File: src/inc/slt_params.svh
// Purpose: Constants for the secure loader and tamper control block.
// Assumes: 25 MHz core clock.
// Notes: Times are in ns; the supply-off cycle count derives from them.
`ifndef SLT_PARAMS_SVH
`define SLT_PARAMS_SVH
`define SLT_CLK_NS 40
`define SLT_KEY_W 64
`define SLT_KEYGEN_LAST 7'h3F
`define SLT_VEC_DEPTH 32
`define SLT_VEC_AW 5
`define SLT_FIFO_DEPTH 8
`define SLT_BYTE_W 8
`define SLT_UNLOCK_LAST 7'h1F
`define SLT_SUPPLY_OFF_NS 1000
`define SLT_SUPPLY_OFF_CYC ((`SLT_SUPPLY_OFF_NS + `SLT_CLK_NS - 1) / `SLT_CLK_NS)
`define SLT_PART_RST 8'h80
`define SLT_HDR_LAST 2'h2
`define SLT_SYNC_RST 4'h1
`endif

File: src/inc/slt_pkg.sv
// Purpose: Types shared by the secure loader modules.
// Assumes: Nothing beyond the params header.
// Notes: State codes are fixed binary.
`default_nettype none
package slt_pkg;
  typedef enum logic [2:0] {
    ST_RUN = 3'h0,
    ST_KEYGEN = 3'h1,
    ST_HDR = 3'h2,
    ST_DATA = 3'h3,
    ST_ACCESS = 3'h4,
    ST_UNLOCK = 3'h5
  } slt_state_t;
  typedef logic [7:0] slt_byte_t;
endpackage : slt_pkg
`default_nettype wire

File: src/inc/slt_strm_if.sv
// Purpose: Valid/ready byte stream between loader parts.
// Assumes: Single clock domain.
// Notes: Transfer when valid and ready are both high.
`timescale 1ns/10ps
`default_nettype none
interface slt_strm_if #(parameter int W = 8) ();
  logic valid;
  logic ready;
  logic [W-1:0] data;
  modport src(output valid, output data, input ready);
  modport snk(input valid, input data, output ready);
endinterface : slt_strm_if
`default_nettype wire

File: src/design/slt_loader.sv
// Purpose: Serial bootstrap loader, memory crypto and tamper unlock.
// Assumes: rx bytes come from the on-chip UART on clk_i.
// Notes: Load = partition byte, length hi, length lo, data, checksum.
// Operation
// - Falling loader pin edge starts the loader
// - Pin low at power-up starts loading
// - Loader pin idles high, never requests
// - Tamper high erases keys, vectors, cuts supply
// - Reset input high holds reset state
// - Program bytes arrive over serial port
// - Each loaded byte encrypted before SRAM write
// - Encryption key is 64 bits
// - Keys come from true random source
// - Fresh key generated every load session
// - Loader checks load, then goes transparent
// - Partition set at load, changeable later
// - SRAM accesses go over byte-wide bus
// - Writes into program segment are blocked
// - Extraction attempt destroys secret material
`timescale 1ns/10ps
`default_nettype none
`include "slt_params.svh"
module slt_loader
  import slt_pkg::*;
(
  input wire logic clk_i,
  input wire logic resetn_i,
  input wire logic loader_entry_pin_i,
  input wire logic tamper_destruct_input_i,
  input wire logic ext_reset_i,
  input wire logic rnd_bit_i,
  input wire logic rx_valid_i,
  input wire logic [7:0] rx_data_i,
  output logic rx_ready_o,
  input wire logic cpu_req_i,
  input wire logic cpu_we_i,
  input wire logic [15:0] cpu_addr_i,
  input wire logic [7:0] cpu_wdata_i,
  output logic [7:0] cpu_rdata_o,
  output logic cpu_ack_o,
  output logic cpu_fault_o,
  input wire logic part_we_i,
  input wire logic [7:0] part_i,
  output logic [15:0] sram_addr_o,
  output logic [7:0] sram_wdata_o,
  input wire logic [7:0] sram_rdata_i,
  output logic sram_ce_n_o,
  output logic sram_we_n_o,
  output logic backed_supply_output_o,
  output logic loader_active_o,
  output logic load_ok_o,
  output logic load_err_o
);
  function automatic slt_byte_t slt_ks(input logic [63:0] k, input logic [15:0] a);
    slt_ks = k[{a[2:0], 3'h0} +: 8] ^ a[10:3];
  endfunction : slt_ks

  // Pin synchronisers: 0 loader, 1 tamper, 2 reset, 3 random
  logic [3:0] pin_a;
  logic [3:0] lvl_w;
  assign pin_a = {rnd_bit_i, ext_reset_i, tamper_destruct_input_i, loader_entry_pin_i};
  for (genvar g = 0; g < 4; g++) begin : g_sync
    logic s1_reg;
    logic s2_reg;
    logic s3_reg;
    logic lvl_reg;
    always_ff @(posedge clk_i or negedge resetn_i) begin
      if (!resetn_i) begin
        s1_reg <= 1'(`SLT_SYNC_RST >> g);
        s2_reg <= 1'(`SLT_SYNC_RST >> g);
        s3_reg <= 1'(`SLT_SYNC_RST >> g);
        lvl_reg <= 1'(`SLT_SYNC_RST >> g);
      end else begin
        s1_reg <= pin_a[g];
        s2_reg <= s1_reg;
        s3_reg <= s2_reg;
        if (s2_reg == s3_reg) lvl_reg <= s3_reg;
      end
    end
    assign lvl_w[g] = lvl_reg;
  end

  logic tamp;
  logic rst_lvl;
  logic rnd;
  logic ldr_prev_reg;
  logic ldr_edge;
  assign tamp = lvl_w[1];
  assign rst_lvl = lvl_w[2];
  assign rnd = lvl_w[3];
  // Prev resets high, so a pin held low from power-up also gives an edge
  assign ldr_edge = ldr_prev_reg && !lvl_w[0];

  slt_state_t state_reg, state_next;
  logic [6:0] cnt_reg, cnt_next;
  logic [63:0] key_reg, key_next;
  logic [7:0] part_reg, part_next;
  logic [15:0] len_reg, len_next;
  logic [15:0] waddr_reg, waddr_next;
  logic [1:0] hdr_reg, hdr_next;
  logic [7:0] sum_reg, sum_next;
  logic acc_vec_reg, acc_vec_next;
  logic [7:0] rdata_reg, rdata_next;
  logic ack_reg, ack_next;
  logic fault_reg, fault_next;
  logic [15:0] saddr_reg, saddr_next;
  logic [7:0] swdata_reg, swdata_next;
  logic ce_n_reg, ce_n_next;
  logic we_n_reg, we_n_next;
  logic ok_reg, ok_next;
  logic err_reg, err_next;
  logic supply_reg, supply_next;

  slt_strm_if #(.W(`SLT_BYTE_W)) rx_s ();
  slt_strm_if #(.W(`SLT_BYTE_W)) fo_s ();
  assign rx_s.valid = rx_valid_i;
  assign rx_s.data = rx_data_i;
  assign rx_ready_o = rx_s.ready;

  slt_fifo #(.W(`SLT_BYTE_W), .DEPTH(`SLT_FIFO_DEPTH)) u_fifo (
    .clk_i(clk_i),
    .resetn_i(resetn_i),
    .wr_s(rx_s),
    .rd_s(fo_s)
  );

  logic fo_valid;
  logic [7:0] fo_data;
  logic hdr_hs;
  logic dat_hs;
  logic sum_byte;
  logic sum_hit;
  logic dat_wr;
  logic [7:0] ld_cipher;
  logic quiet;
  logic cpu_go;
  logic is_vec;
  logic prot;
  logic [7:0] rd_plain;
  assign fo_valid = fo_s.valid;
  assign fo_data = fo_s.data;
  assign fo_s.ready = (state_reg == ST_HDR) || (state_reg == ST_DATA);
  assign hdr_hs = (state_reg == ST_HDR) && fo_valid;
  assign dat_hs = (state_reg == ST_DATA) && fo_valid;
  assign sum_byte = dat_hs && (waddr_reg == len_reg);
  assign sum_hit = (fo_data == sum_reg);
  assign dat_wr = dat_hs && !sum_byte;
  assign ld_cipher = fo_data ^ slt_ks(key_reg, waddr_reg);
  assign quiet = !tamp && !rst_lvl && !ldr_edge;
  assign cpu_go = (state_reg == ST_RUN) && cpu_req_i && !rst_lvl;
  assign is_vec = cpu_addr_i < 16'(`SLT_VEC_DEPTH);
  assign prot = cpu_we_i && (cpu_addr_i[15:8] < part_reg);
  assign rd_plain = sram_rdata_i ^ slt_ks(key_reg, saddr_reg);

  logic vram_we;
  logic [4:0] vram_waddr;
  logic [7:0] vram_wdata;
  logic [7:0] vram_rdata;
  logic unl;
  assign unl = (state_reg == ST_UNLOCK);
  assign vram_we = unl || (dat_wr && waddr_reg < 16'(`SLT_VEC_DEPTH))
    || (cpu_go && cpu_we_i && is_vec && !prot);
  assign vram_waddr = unl ? cnt_reg[4:0] : (dat_hs ? waddr_reg[4:0] : cpu_addr_i[4:0]);
  assign vram_wdata = unl ? 8'h00 : (dat_hs ? fo_data : cpu_wdata_i);

  slt_vram #(.W(`SLT_BYTE_W), .DEPTH(`SLT_VEC_DEPTH)) u_vram (
    .clk_i(clk_i),
    .we_i(vram_we),
    .waddr_i(vram_waddr),
    .wdata_i(vram_wdata),
    .raddr_i(cpu_addr_i[4:0]),
    .rdata_o(vram_rdata)
  );

  always_comb begin
    state_next = state_reg;
    cnt_next = cnt_reg;
    key_next = key_reg;
    part_next = part_reg;
    len_next = len_reg;
    waddr_next = waddr_reg;
    hdr_next = hdr_reg;
    sum_next = sum_reg;
    acc_vec_next = acc_vec_reg;
    rdata_next = rdata_reg;
    ack_next = 1'h0;
    fault_next = 1'h0;
    saddr_next = saddr_reg;
    swdata_next = swdata_reg;
    ce_n_next = 1'h1;
    we_n_next = 1'h1;
    ok_next = ok_reg;
    err_next = err_reg;
    supply_next = !(unl && cnt_reg < 7'(`SLT_SUPPLY_OFF_CYC));
    case (state_reg)
      ST_RUN: begin
        if (part_we_i) part_next = part_i;
        if (cpu_go) begin
          state_next = ST_ACCESS;
          acc_vec_next = is_vec;
          fault_next = prot;
          if (!is_vec) begin
            saddr_next = cpu_addr_i;
            swdata_next = cpu_wdata_i ^ slt_ks(key_reg, cpu_addr_i);
            ce_n_next = 1'h0;
            we_n_next = !(cpu_we_i && !prot);
          end
        end
      end
      ST_ACCESS: begin
        ack_next = 1'h1;
        rdata_next = acc_vec_reg ? vram_rdata : rd_plain;
        state_next = ST_RUN;
      end
      ST_KEYGEN: begin
        key_next = {key_reg[62:0], rnd};
        cnt_next = cnt_reg + 7'h01;
        if (cnt_reg == `SLT_KEYGEN_LAST) begin
          state_next = ST_HDR;
          hdr_next = 2'h0;
          sum_next = 8'h00;
        end
      end
      ST_HDR: begin
        if (fo_valid) begin
          hdr_next = hdr_reg + 2'h1;
          waddr_next = 16'h0000;
          if (hdr_reg == 2'h0) part_next = fo_data;
          if (hdr_reg == 2'h1) len_next = {fo_data, len_reg[7:0]};
          if (hdr_reg == `SLT_HDR_LAST) begin
            len_next = {len_reg[15:8], fo_data};
            state_next = ST_DATA;
          end
        end
      end
      ST_DATA: begin
        if (sum_byte) begin
          ok_next = sum_hit;
          err_next = !sum_hit;
          state_next = ST_RUN;
        end else if (dat_wr) begin
          saddr_next = waddr_reg;
          swdata_next = ld_cipher;
          ce_n_next = 1'h0;
          we_n_next = 1'h0;
          sum_next = sum_reg + fo_data;
          waddr_next = waddr_reg + 16'h0001;
        end
      end
      ST_UNLOCK: begin
        key_next = '0;
        cnt_next = cnt_reg + 7'h01;
        if (cnt_reg == `SLT_UNLOCK_LAST) state_next = ST_RUN;
      end
      default: state_next = ST_RUN;
    endcase
    if (ldr_edge && !unl) begin
      state_next = ST_KEYGEN;
      cnt_next = 7'h00;
      ok_next = sum_byte && ok_next; // Checksum result wins over the clear
      err_next = sum_byte && err_next;
    end
    if (rst_lvl && !unl) begin
      state_next = ST_RUN;
      ce_n_next = 1'h1;
      we_n_next = 1'h1;
      ack_next = 1'h0;
      fault_next = 1'h0;
    end
    if (tamp && !unl) begin
      state_next = ST_UNLOCK;
      cnt_next = 7'h00;
      key_next = '0;
      ok_next = 1'h0;
      err_next = 1'h0;
    end
  end

  always_ff @(posedge clk_i or negedge resetn_i) begin
    if (!resetn_i) begin
      state_reg <= ST_RUN;
      cnt_reg <= 7'h00;
      key_reg <= '0;
      part_reg <= `SLT_PART_RST;
      len_reg <= 16'h0000;
      waddr_reg <= 16'h0000;
      hdr_reg <= 2'h0;
      sum_reg <= 8'h00;
      acc_vec_reg <= 1'h0;
      rdata_reg <= 8'h00;
      ack_reg <= 1'h0;
      fault_reg <= 1'h0;
      saddr_reg <= 16'h0000;
      swdata_reg <= 8'h00;
      ce_n_reg <= 1'h1;
      we_n_reg <= 1'h1;
      ok_reg <= 1'h0;
      err_reg <= 1'h0;
      supply_reg <= 1'h1;
      ldr_prev_reg <= 1'h1;
    end else begin
      state_reg <= state_next;
      cnt_reg <= cnt_next;
      key_reg <= key_next;
      part_reg <= part_next;
      len_reg <= len_next;
      waddr_reg <= waddr_next;
      hdr_reg <= hdr_next;
      sum_reg <= sum_next;
      acc_vec_reg <= acc_vec_next;
      rdata_reg <= rdata_next;
      ack_reg <= ack_next;
      fault_reg <= fault_next;
      saddr_reg <= saddr_next;
      swdata_reg <= swdata_next;
      ce_n_reg <= ce_n_next;
      we_n_reg <= we_n_next;
      ok_reg <= ok_next;
      err_reg <= err_next;
      supply_reg <= supply_next;
      ldr_prev_reg <= lvl_w[0];
    end
  end

  assign cpu_rdata_o = rdata_reg;
  assign cpu_ack_o = ack_reg;
  assign cpu_fault_o = fault_reg;
  assign sram_addr_o = saddr_reg;
  assign sram_wdata_o = swdata_reg;
  assign sram_ce_n_o = ce_n_reg;
  assign sram_we_n_o = we_n_reg;
  assign backed_supply_output_o = supply_reg;
  assign loader_active_o = (state_reg == ST_KEYGEN) || (state_reg == ST_HDR)
    || (state_reg == ST_DATA);
  assign load_ok_o = ok_reg;
  assign load_err_o = err_reg;
endmodule : slt_loader
`default_nettype wire

File: src/design/slt_fifo.sv
// Purpose: Receive byte FIFO in front of the loader.
// Assumes: DEPTH is a power of two.
// Notes: Ready drops when full so the serial source stalls.
`timescale 1ns/10ps
`default_nettype none
module slt_fifo #(
  parameter int W = 8,
  parameter int DEPTH = 8
) (
  input wire logic clk_i,
  input wire logic resetn_i,
  slt_strm_if.snk wr_s,
  slt_strm_if.src rd_s
);
  localparam int AW = $clog2(DEPTH);
  logic [W-1:0] mem_reg [DEPTH];
  logic [AW:0] wptr_reg;
  logic [AW:0] rptr_reg;
  logic full;
  logic empty;
  logic do_wr;
  logic do_rd;

  assign empty = (wptr_reg == rptr_reg);
  assign full = (wptr_reg[AW] != rptr_reg[AW]) && (wptr_reg[AW-1:0] == rptr_reg[AW-1:0]);
  assign do_wr = wr_s.valid && !full;
  assign do_rd = rd_s.ready && !empty;
  assign wr_s.ready = !full;
  assign rd_s.valid = !empty;
  assign rd_s.data = mem_reg[rptr_reg[AW-1:0]];

  always_ff @(posedge clk_i or negedge resetn_i) begin
    if (!resetn_i) begin
      wptr_reg <= '0;
      rptr_reg <= '0;
    end else begin
      if (do_wr) wptr_reg <= wptr_reg + (AW+1)'(1);
      if (do_rd) rptr_reg <= rptr_reg + (AW+1)'(1);
    end
  end

  always_ff @(posedge clk_i) begin
    if (do_wr) mem_reg[wptr_reg[AW-1:0]] <= wr_s.data;
  end
endmodule : slt_fifo
`default_nettype wire

File: src/design/slt_vram.sv
// Purpose: Plaintext vector RAM kept inside the device.
// Assumes: One write and one read port.
// Notes: Read data is registered, one cycle after the address.
`timescale 1ns/10ps
`default_nettype none
module slt_vram #(
  parameter int W = 8,
  parameter int DEPTH = 32
) (
  input wire logic clk_i,
  input wire logic we_i,
  input wire logic [$clog2(DEPTH)-1:0] waddr_i,
  input wire logic [W-1:0] wdata_i,
  input wire logic [$clog2(DEPTH)-1:0] raddr_i,
  output logic [W-1:0] rdata_o
);
  logic [W-1:0] mem_reg [DEPTH];

  always_ff @(posedge clk_i) begin
    if (we_i) mem_reg[waddr_i] <= wdata_i;
    rdata_o <= mem_reg[raddr_i];
  end
endmodule : slt_vram
`default_nettype wire

File: config.mk
export PLATFORM = sky130hd
export DESIGN_NAME = slt_loader
export DESIGN_NICKNAME = d
export VERILOG_FILES = /design/src/inc/slt_pkg.sv /design/src/inc/slt_strm_if.sv /design/src/design/slt_loader.sv /design/src/design/slt_fifo.sv /design/src/design/slt_vram.sv
export VERILOG_INCLUDE_DIRS = /design/src /design/src/inc
export SDC_FILE = /design/constraint.sdc
export NUM_CORES = 1
export LEC_CHECK = 0
export ABC_AREA = 1
export BUFFER_PORTS_ARGS = -buffer_cell sky130_fd_sc_hd__buf_2
export CORE_MARGIN = 3
export CORE_UTILIZATION = 40
export CTS_CLUSTER_SIZE = 16
export DETAILED_ROUTE_END_ITERATION = 12
export GPL_TIMING_DRIVEN = 0
export PLACE_DENSITY = 0.68
export SLEW_MARGIN = 0
export SYNTH_ARGS = -nofsm -noshare
export SYNTH_HDL_FRONTEND = slang
export SYNTH_SLANG_ARGS = --single-unit
File: constraint.sdc
create_clock -name clk_i -period 5.5 [get_ports clk_i]
set_clock_uncertainty 0.05 [all_clocks]
set_input_delay 1.1 -clock clk_i [delete_from_list [all_inputs] [get_ports clk_i]]
set_output_delay 1.1 -clock clk_i [all_outputs]
set_load 0.005 [all_outputs]
After elaboration in Yosys (flattened, before gate mapping) --
Memory sizes are Yosys's and may differ from the RTL's. A register that Yosys moved wholly into a read port is not among the register bits. Index checks and enable logic that the tools add are counted.
Word-level totals: register bits 189, memory bits (writable) 320, word-level logic and storage cells 222, memories 2
Memory list:
- u_vram.mem_reg | depth 32, width 8, rd ports 1, clocked after memory_dff 1, wr ports 1, line slt_vram.sv:17 | logic [W-1:0] mem_reg [DEPTH];
- u_fifo.mem_reg | depth 8, width 8, rd ports 1, clocked after memory_dff 0, wr ports 1, line slt_fifo.sv:16 | logic [W-1:0] mem_reg [DEPTH];
Operators by class: add/sub/neg operators 6, order comparisons 4, eq/ne operators 32, shift operators 3, muxes and demuxes 73, bitwise gates (word level) 8, reduce and logical (&&, ||, !) cells 55
Operator list (number):
- 64-bit by 7-bit variable part select with 8-bit output | 3
- 64-bit case mux with 2 select lines | 1
- 16-bit 2-to-1 mux | 7
- 8-bit 2-to-1 mux | 14
- 64-bit 2-to-1 mux | 1
- 16-bit case mux with 2 select lines | 2
- 8-bit case mux with 2 select lines | 3
- 8-bit XOR | 6
- 16-bit by 6-bit < comparator with 1-bit output (second input constant) | 2
- 3-bit 2-to-1 mux | 9
- 1-bit 2-to-1 mux | 25
- 1-bit logical AND | 21
- 7-bit 2-to-1 mux | 3
- 5-bit != test (second input constant) | 4
- 16-bit by 1-bit adder with 16-bit output (second input constant) | 1
- 16-bit == test | 1
- 2-bit != test (second input constant) | 8
- 4-bit AND reduction | 4
- 3-bit case mux with 5 select lines | 1
- 1-bit logical NOT | 10
- 5-bit 2-to-1 mux | 2
- 2-bit nonzero test | 5
- 4-bit by 1-bit adder with 4-bit output (second input constant) | 2
- 8-bit adder | 1
- 31 further kinds | 45

Depth between registers and ports, before layout --
depth after elaboration 11, mapped depth 18

Hierarchy --
A second synthesis with hierarchy kept.
Unflattened totals: cells, all modules 2647, area, all modules 24830.1 µm²
Modules (own cells, without submodules):
- slt_loader | times used 1, cells each 1459, area an instance 10975.5 µm²
- slt_vram | times used 1, cells each 922, area an instance 10786.6 µm²
- slt_fifo | times used 1, cells each 266, area an instance 3067.9 µm²

Least setup slack after synthesis --
OpenSTA, ideal clock, no wires.
kind register -> register, start register u_fifo.rptr_reg[0], end memory u_vram.mem_reg[0][1], data pin, setup time 0.467 ns, arrival time 2.791 ns, data required time 4.983 ns, setup slack 2.192 ns, cell stages (with the launch flop) 11, path buffers 3, clock period less this slack 3.308 ns, cell sequence dfrtp_1 -> buf_4 -> nand2_1 -> nand2_1 -> nor2_2 -> nand2_4 -> nand2_4 -> inv_4 -> buf_6 -> buf_2 -> a211oi_1
Between the ends: word-level cells in the longest chain between the ends 5
RTL lines:
- from (decl) | line slt_fifo.sv:18 | logic [AW:0] rptr_reg;
- from (signal assigned) | line slt_fifo.sv:38 | if (do_rd) rptr_reg <= rptr_reg + (AW+1)'(1);
- parallel branches: the longest is 3 deep, another holds memory 8 x 8 bit
- 8-bit 2-to-1 mux * (2 in series) | line slt_loader.sv:164 | assign vram_wdata = unl ? 8'h00 : (dat_hs ? fo_data : cpu_wdata_i);
- named net u_vram.wdata_i[1] | line slt_vram.sv:13 | input wire logic [W-1:0] wdata_i,
- to (decl) | line slt_vram.sv:17
Mark *: on every way through the listed nets, which the timed path passes.

Final worst setup path --
start register state_reg[0], end output port loader_active_o
Between the ends: word-level cells in the longest chain between the ends 3
RTL lines:
- from (decl) | line slt_loader.sv:94 | slt_state_t state_reg, state_next;
- from (signal assigned) | line slt_loader.sv:302 | state_reg <= state_next;
- 3-bit by 1-bit == test with 1-bit output or 3-bit by 2-bit == test with 1-bit output (tied branches) | line slt_loader.sv:333 | assign loader_active_o = (state_reg == ST_KEYGEN) || (state_reg == ST_HDR)
- 1-bit logical OR | line slt_loader.sv:333
- 1-bit logical OR * | line slt_loader.sv:334 | || (state_reg == ST_DATA);
- to (decl) | line slt_loader.sv:50 | output logic loader_active_o,
Mark *: on every way between the ends. The rest lies on a longest branch, timed or not.

==> flow_summary.ini <==
[timing]
grt_setup_unrepaired = no
finalSetupViolCount = 0
finalHoldViolations = 0
fin_crit_ps = 3750
drv_slew = 0
fin_crit_sh_pct = 68.2
fmax_mhz = 267
tightestPinTransition_ps = 1160
relSlewSlack_pct = 22.5

[routing]
drc = 0
drt_pass1_iterations = 6
drtIter0Drc = 2619
ant_nets = 0
vias_per_cell = 5.83
wl_mm = 83.6
routedWlPerCell_um = 24.0
num_vias = 20343

[finish]
final_area_sq_um = 27900
syn2layout_area_growth_pct = 14.6
diodes = 0
fin_cells = 3487
largest_reg_flops = 256
nets = 2749
fill_cells = 5461
fin_util_pct = 46.9
drive_gt1_share_pct = 10.6

[synthesis]
synth_edf_count = 320
syn_inst = 2510
ys.warnings.count = 0
async_reset_ff_share_pct = 36.6
avgSynthCellArea_sq_um = 9.70
seq_area_frac_synth_pct = 59.6
synth-seq-cells = 517
synthFlopType = edfxtp_1
synthesis.area_sq_um = 24300
synthDistinctLibCells = 50
synth_fp_nets = 2590

[clocking]
insertion_delay_ps = 620
cts_tree = built
ctsResizeCount = 0
root_buffer = clkbuf_16
clockBufferDepth = 3
h-tree-depth = 2
clk_pin_slew_ps = 60
cts_buffers = 54
cts_num_sinks = 517
ctsHoldBuffers = 0
post_cts_buffers = 0

[global_routing]
overflow = 0
antenna_found_initial = 3
grt_usage_pct = 25.7
grt_max_degree = 111
grt_pass1_vias = 19034
grt_pass1_wl_mm = 122

[placed_design]
placed_area_sq_um = 26100
hpwl_mm = 60.1
portBuffers = 94
routabilityCongestion = 0.985
placedCellCount = 3386

[min_path]
hp-start = g_sync[3].s1_reg$_DFF_PN0_
hp-class = reg2reg

[power_and_ir_drop]
p_per_area_nw_per_um2 = 478
p_leak_nw = 11.1
irDropWorstVdd_v = 0.000322

[worst_setup_path]
crit_start = state_reg[0]$_DFFE_PN0P_
worst_ep_arrival_time_ps = 2600
path_class = reg2out
critPathLaunchType = flip-flop
end_kind = output port
path_max_fanout = 10
critical_path_required_ps = 4350
r2r-start = waddr_reg[1]$_DFFE_PN0P_

[floorplan]
dieHeight_um = 253
die_w_um = 253
coreArea_sq_um = 59600
ios = 99
die_area_sq_um = 63900
row_count = 89
start_util_pct = 40.9

[outcome]
status = complete, no violations

[run]
cap_violations = 0
## metal layers
layer | share of wire [%] | GRT usage [%] | wire [um]
met1 | 41 | 36.4 | 34700
met4 | 3.7 | 9.38 | 3110
met3 | 9.7 | 4.05 | 8130
met5 | 0.049 | 0 | 41
met2 | 45 | 40.2 | 37700
## critical path: stages (launching register included)
cell and delay (ps):
dfrtp_1 410, inv_2 80, nor2_1 60, inv_2 90, nor2_1 60, inv_1 70
clkbuf_1 690, nand2_1 120, inv_1 120, nand2_1 100, buf_2 180
## final timing paths
path,cells past startpoint,end,slack (ps)
max in group asynchronous,2,g_sync[2].s1_reg$_DFF_PN0_,4000
setup reg to reg,9,u_vram.mem_reg[29][3]$_DFFE_PP_,1810
min in group asynchronous,1,g_sync[3].s1_reg$_DFF_PN0_,430
setup / recovery,10,loader_active_o,1750
hold / removal,0,g_sync[3].s2_reg$_DFF_PN0_,300
hold reg to reg,0,g_sync[3].s2_reg$_DFF_PN0_,300
## power by group
part | switching, mW | internal, mW | total (mW)
clock network | 1.61 | 2.24 | 3.84
logic | 3.19 | 1.27 | 4.45
registers | 0.246 | 4.79 | 5.04
total | 5.04 | 8.29 | 13.3
## cell type report
class | instances | area, sq um | share of cell area, %
Clock inverter | 43 | 493 | 1.77
Multi-Input combinational cell | 1657 | 8570 | 30.7
Inverter | 186 | 703 | 2.52
Buffer | 150 | 667 | 2.39
Clock buffer | 58 | 1370 | 4.89
Timing Repair Buffer | 103 | 641 | 2.30
Tap cell | 773 | 967 | 3.46
Sequential cell | 517 | 14500 | 52.0
## cell usage in the layout, fill, tap and decap left out, types with 45 or more instances in the layout
master and n:
a21oi_1 94, buf_2 115, clkbuf_1 110, clkbuf_16 54, dfrtp_1 180, edfxtp_1 320
inv_1 169, nand2_1 481, nand3_1 202, nor2_1 273, o21ai_0 278, o221ai_1 58
o32ai_1 63, xor2_1 45
## cells in the mapped netlist (3+ instances only)
cell,count,area share [%]
nand2_1,481,7.4
edfxtp_1,320,39
o21ai_0,278,5.7
nor2_1,273,4.2
nand3_1,202,4.2
dfrtp_1,180,19
inv_1,169,2.6
clkbuf_1,106,1.6
a21oi_1,95,2.0
o32ai_1,63,2.3
o221ai_1,58,2.1
xor2_1,45,1.6
buf_2,22,0.45
ha_1,21,1.1
o211ai_1,20,0.62
nand4_1,12,0.31
o22ai_1,12,0.31
inv_2,11,0.17
nor3_1,11,0.23
o21ai_1,11,0.23
o21a_1,10,0.31
buf_1,9,0.14
dfstp_2,9,0.97
buf_6,8,0.37
dfxtp_1,8,0.66
a211oi_1,7,0.22
nand2_2,7,0.18
xnor2_1,7,0.25
nand2_4,6,0.28
nand3_2,6,0.25
nor4_1,5,0.13
a21o_1,4,0.12
buf_4,4,0.12
clkinv_1,4,0.062
maj3_1,4,0.16
nand3b_1,4,0.12
nor2_2,3,0.077
## cells by family (layout without fill, tap and decap cells)
family                   after synthesis  count (layout)  synth area share (%)
flip-flops                           517             517                  59.6
adder cells (fa/ha/maj)               26              26                  1.33
AND/OR/NAND/NOR                     1014            1014                  17.5
AO/OA/AOI/OAI                        565             565                  14.1
XOR/XNOR                              52              52                  1.87
buffers and inverters                336             540                  5.63
## per-stage QoR
stage | setup slack (ps) | TNS (ps) | power, mW | hold WS [ps]
final | 1750 | 0 | 13.3 | 298
after global routing | 1660 | 0 | 14.0 | 304
after detailed placement | 1330 | 0 | 9.46 | 296
after global placement | -804 | -65550 | 9.23 | 286
after CTS | 1790 | 0 | 13.3 | 300
after floorplan | 2190 | 0 | 7.70 | 281
No activity file was read; power rests on OpenSTA's default activity.
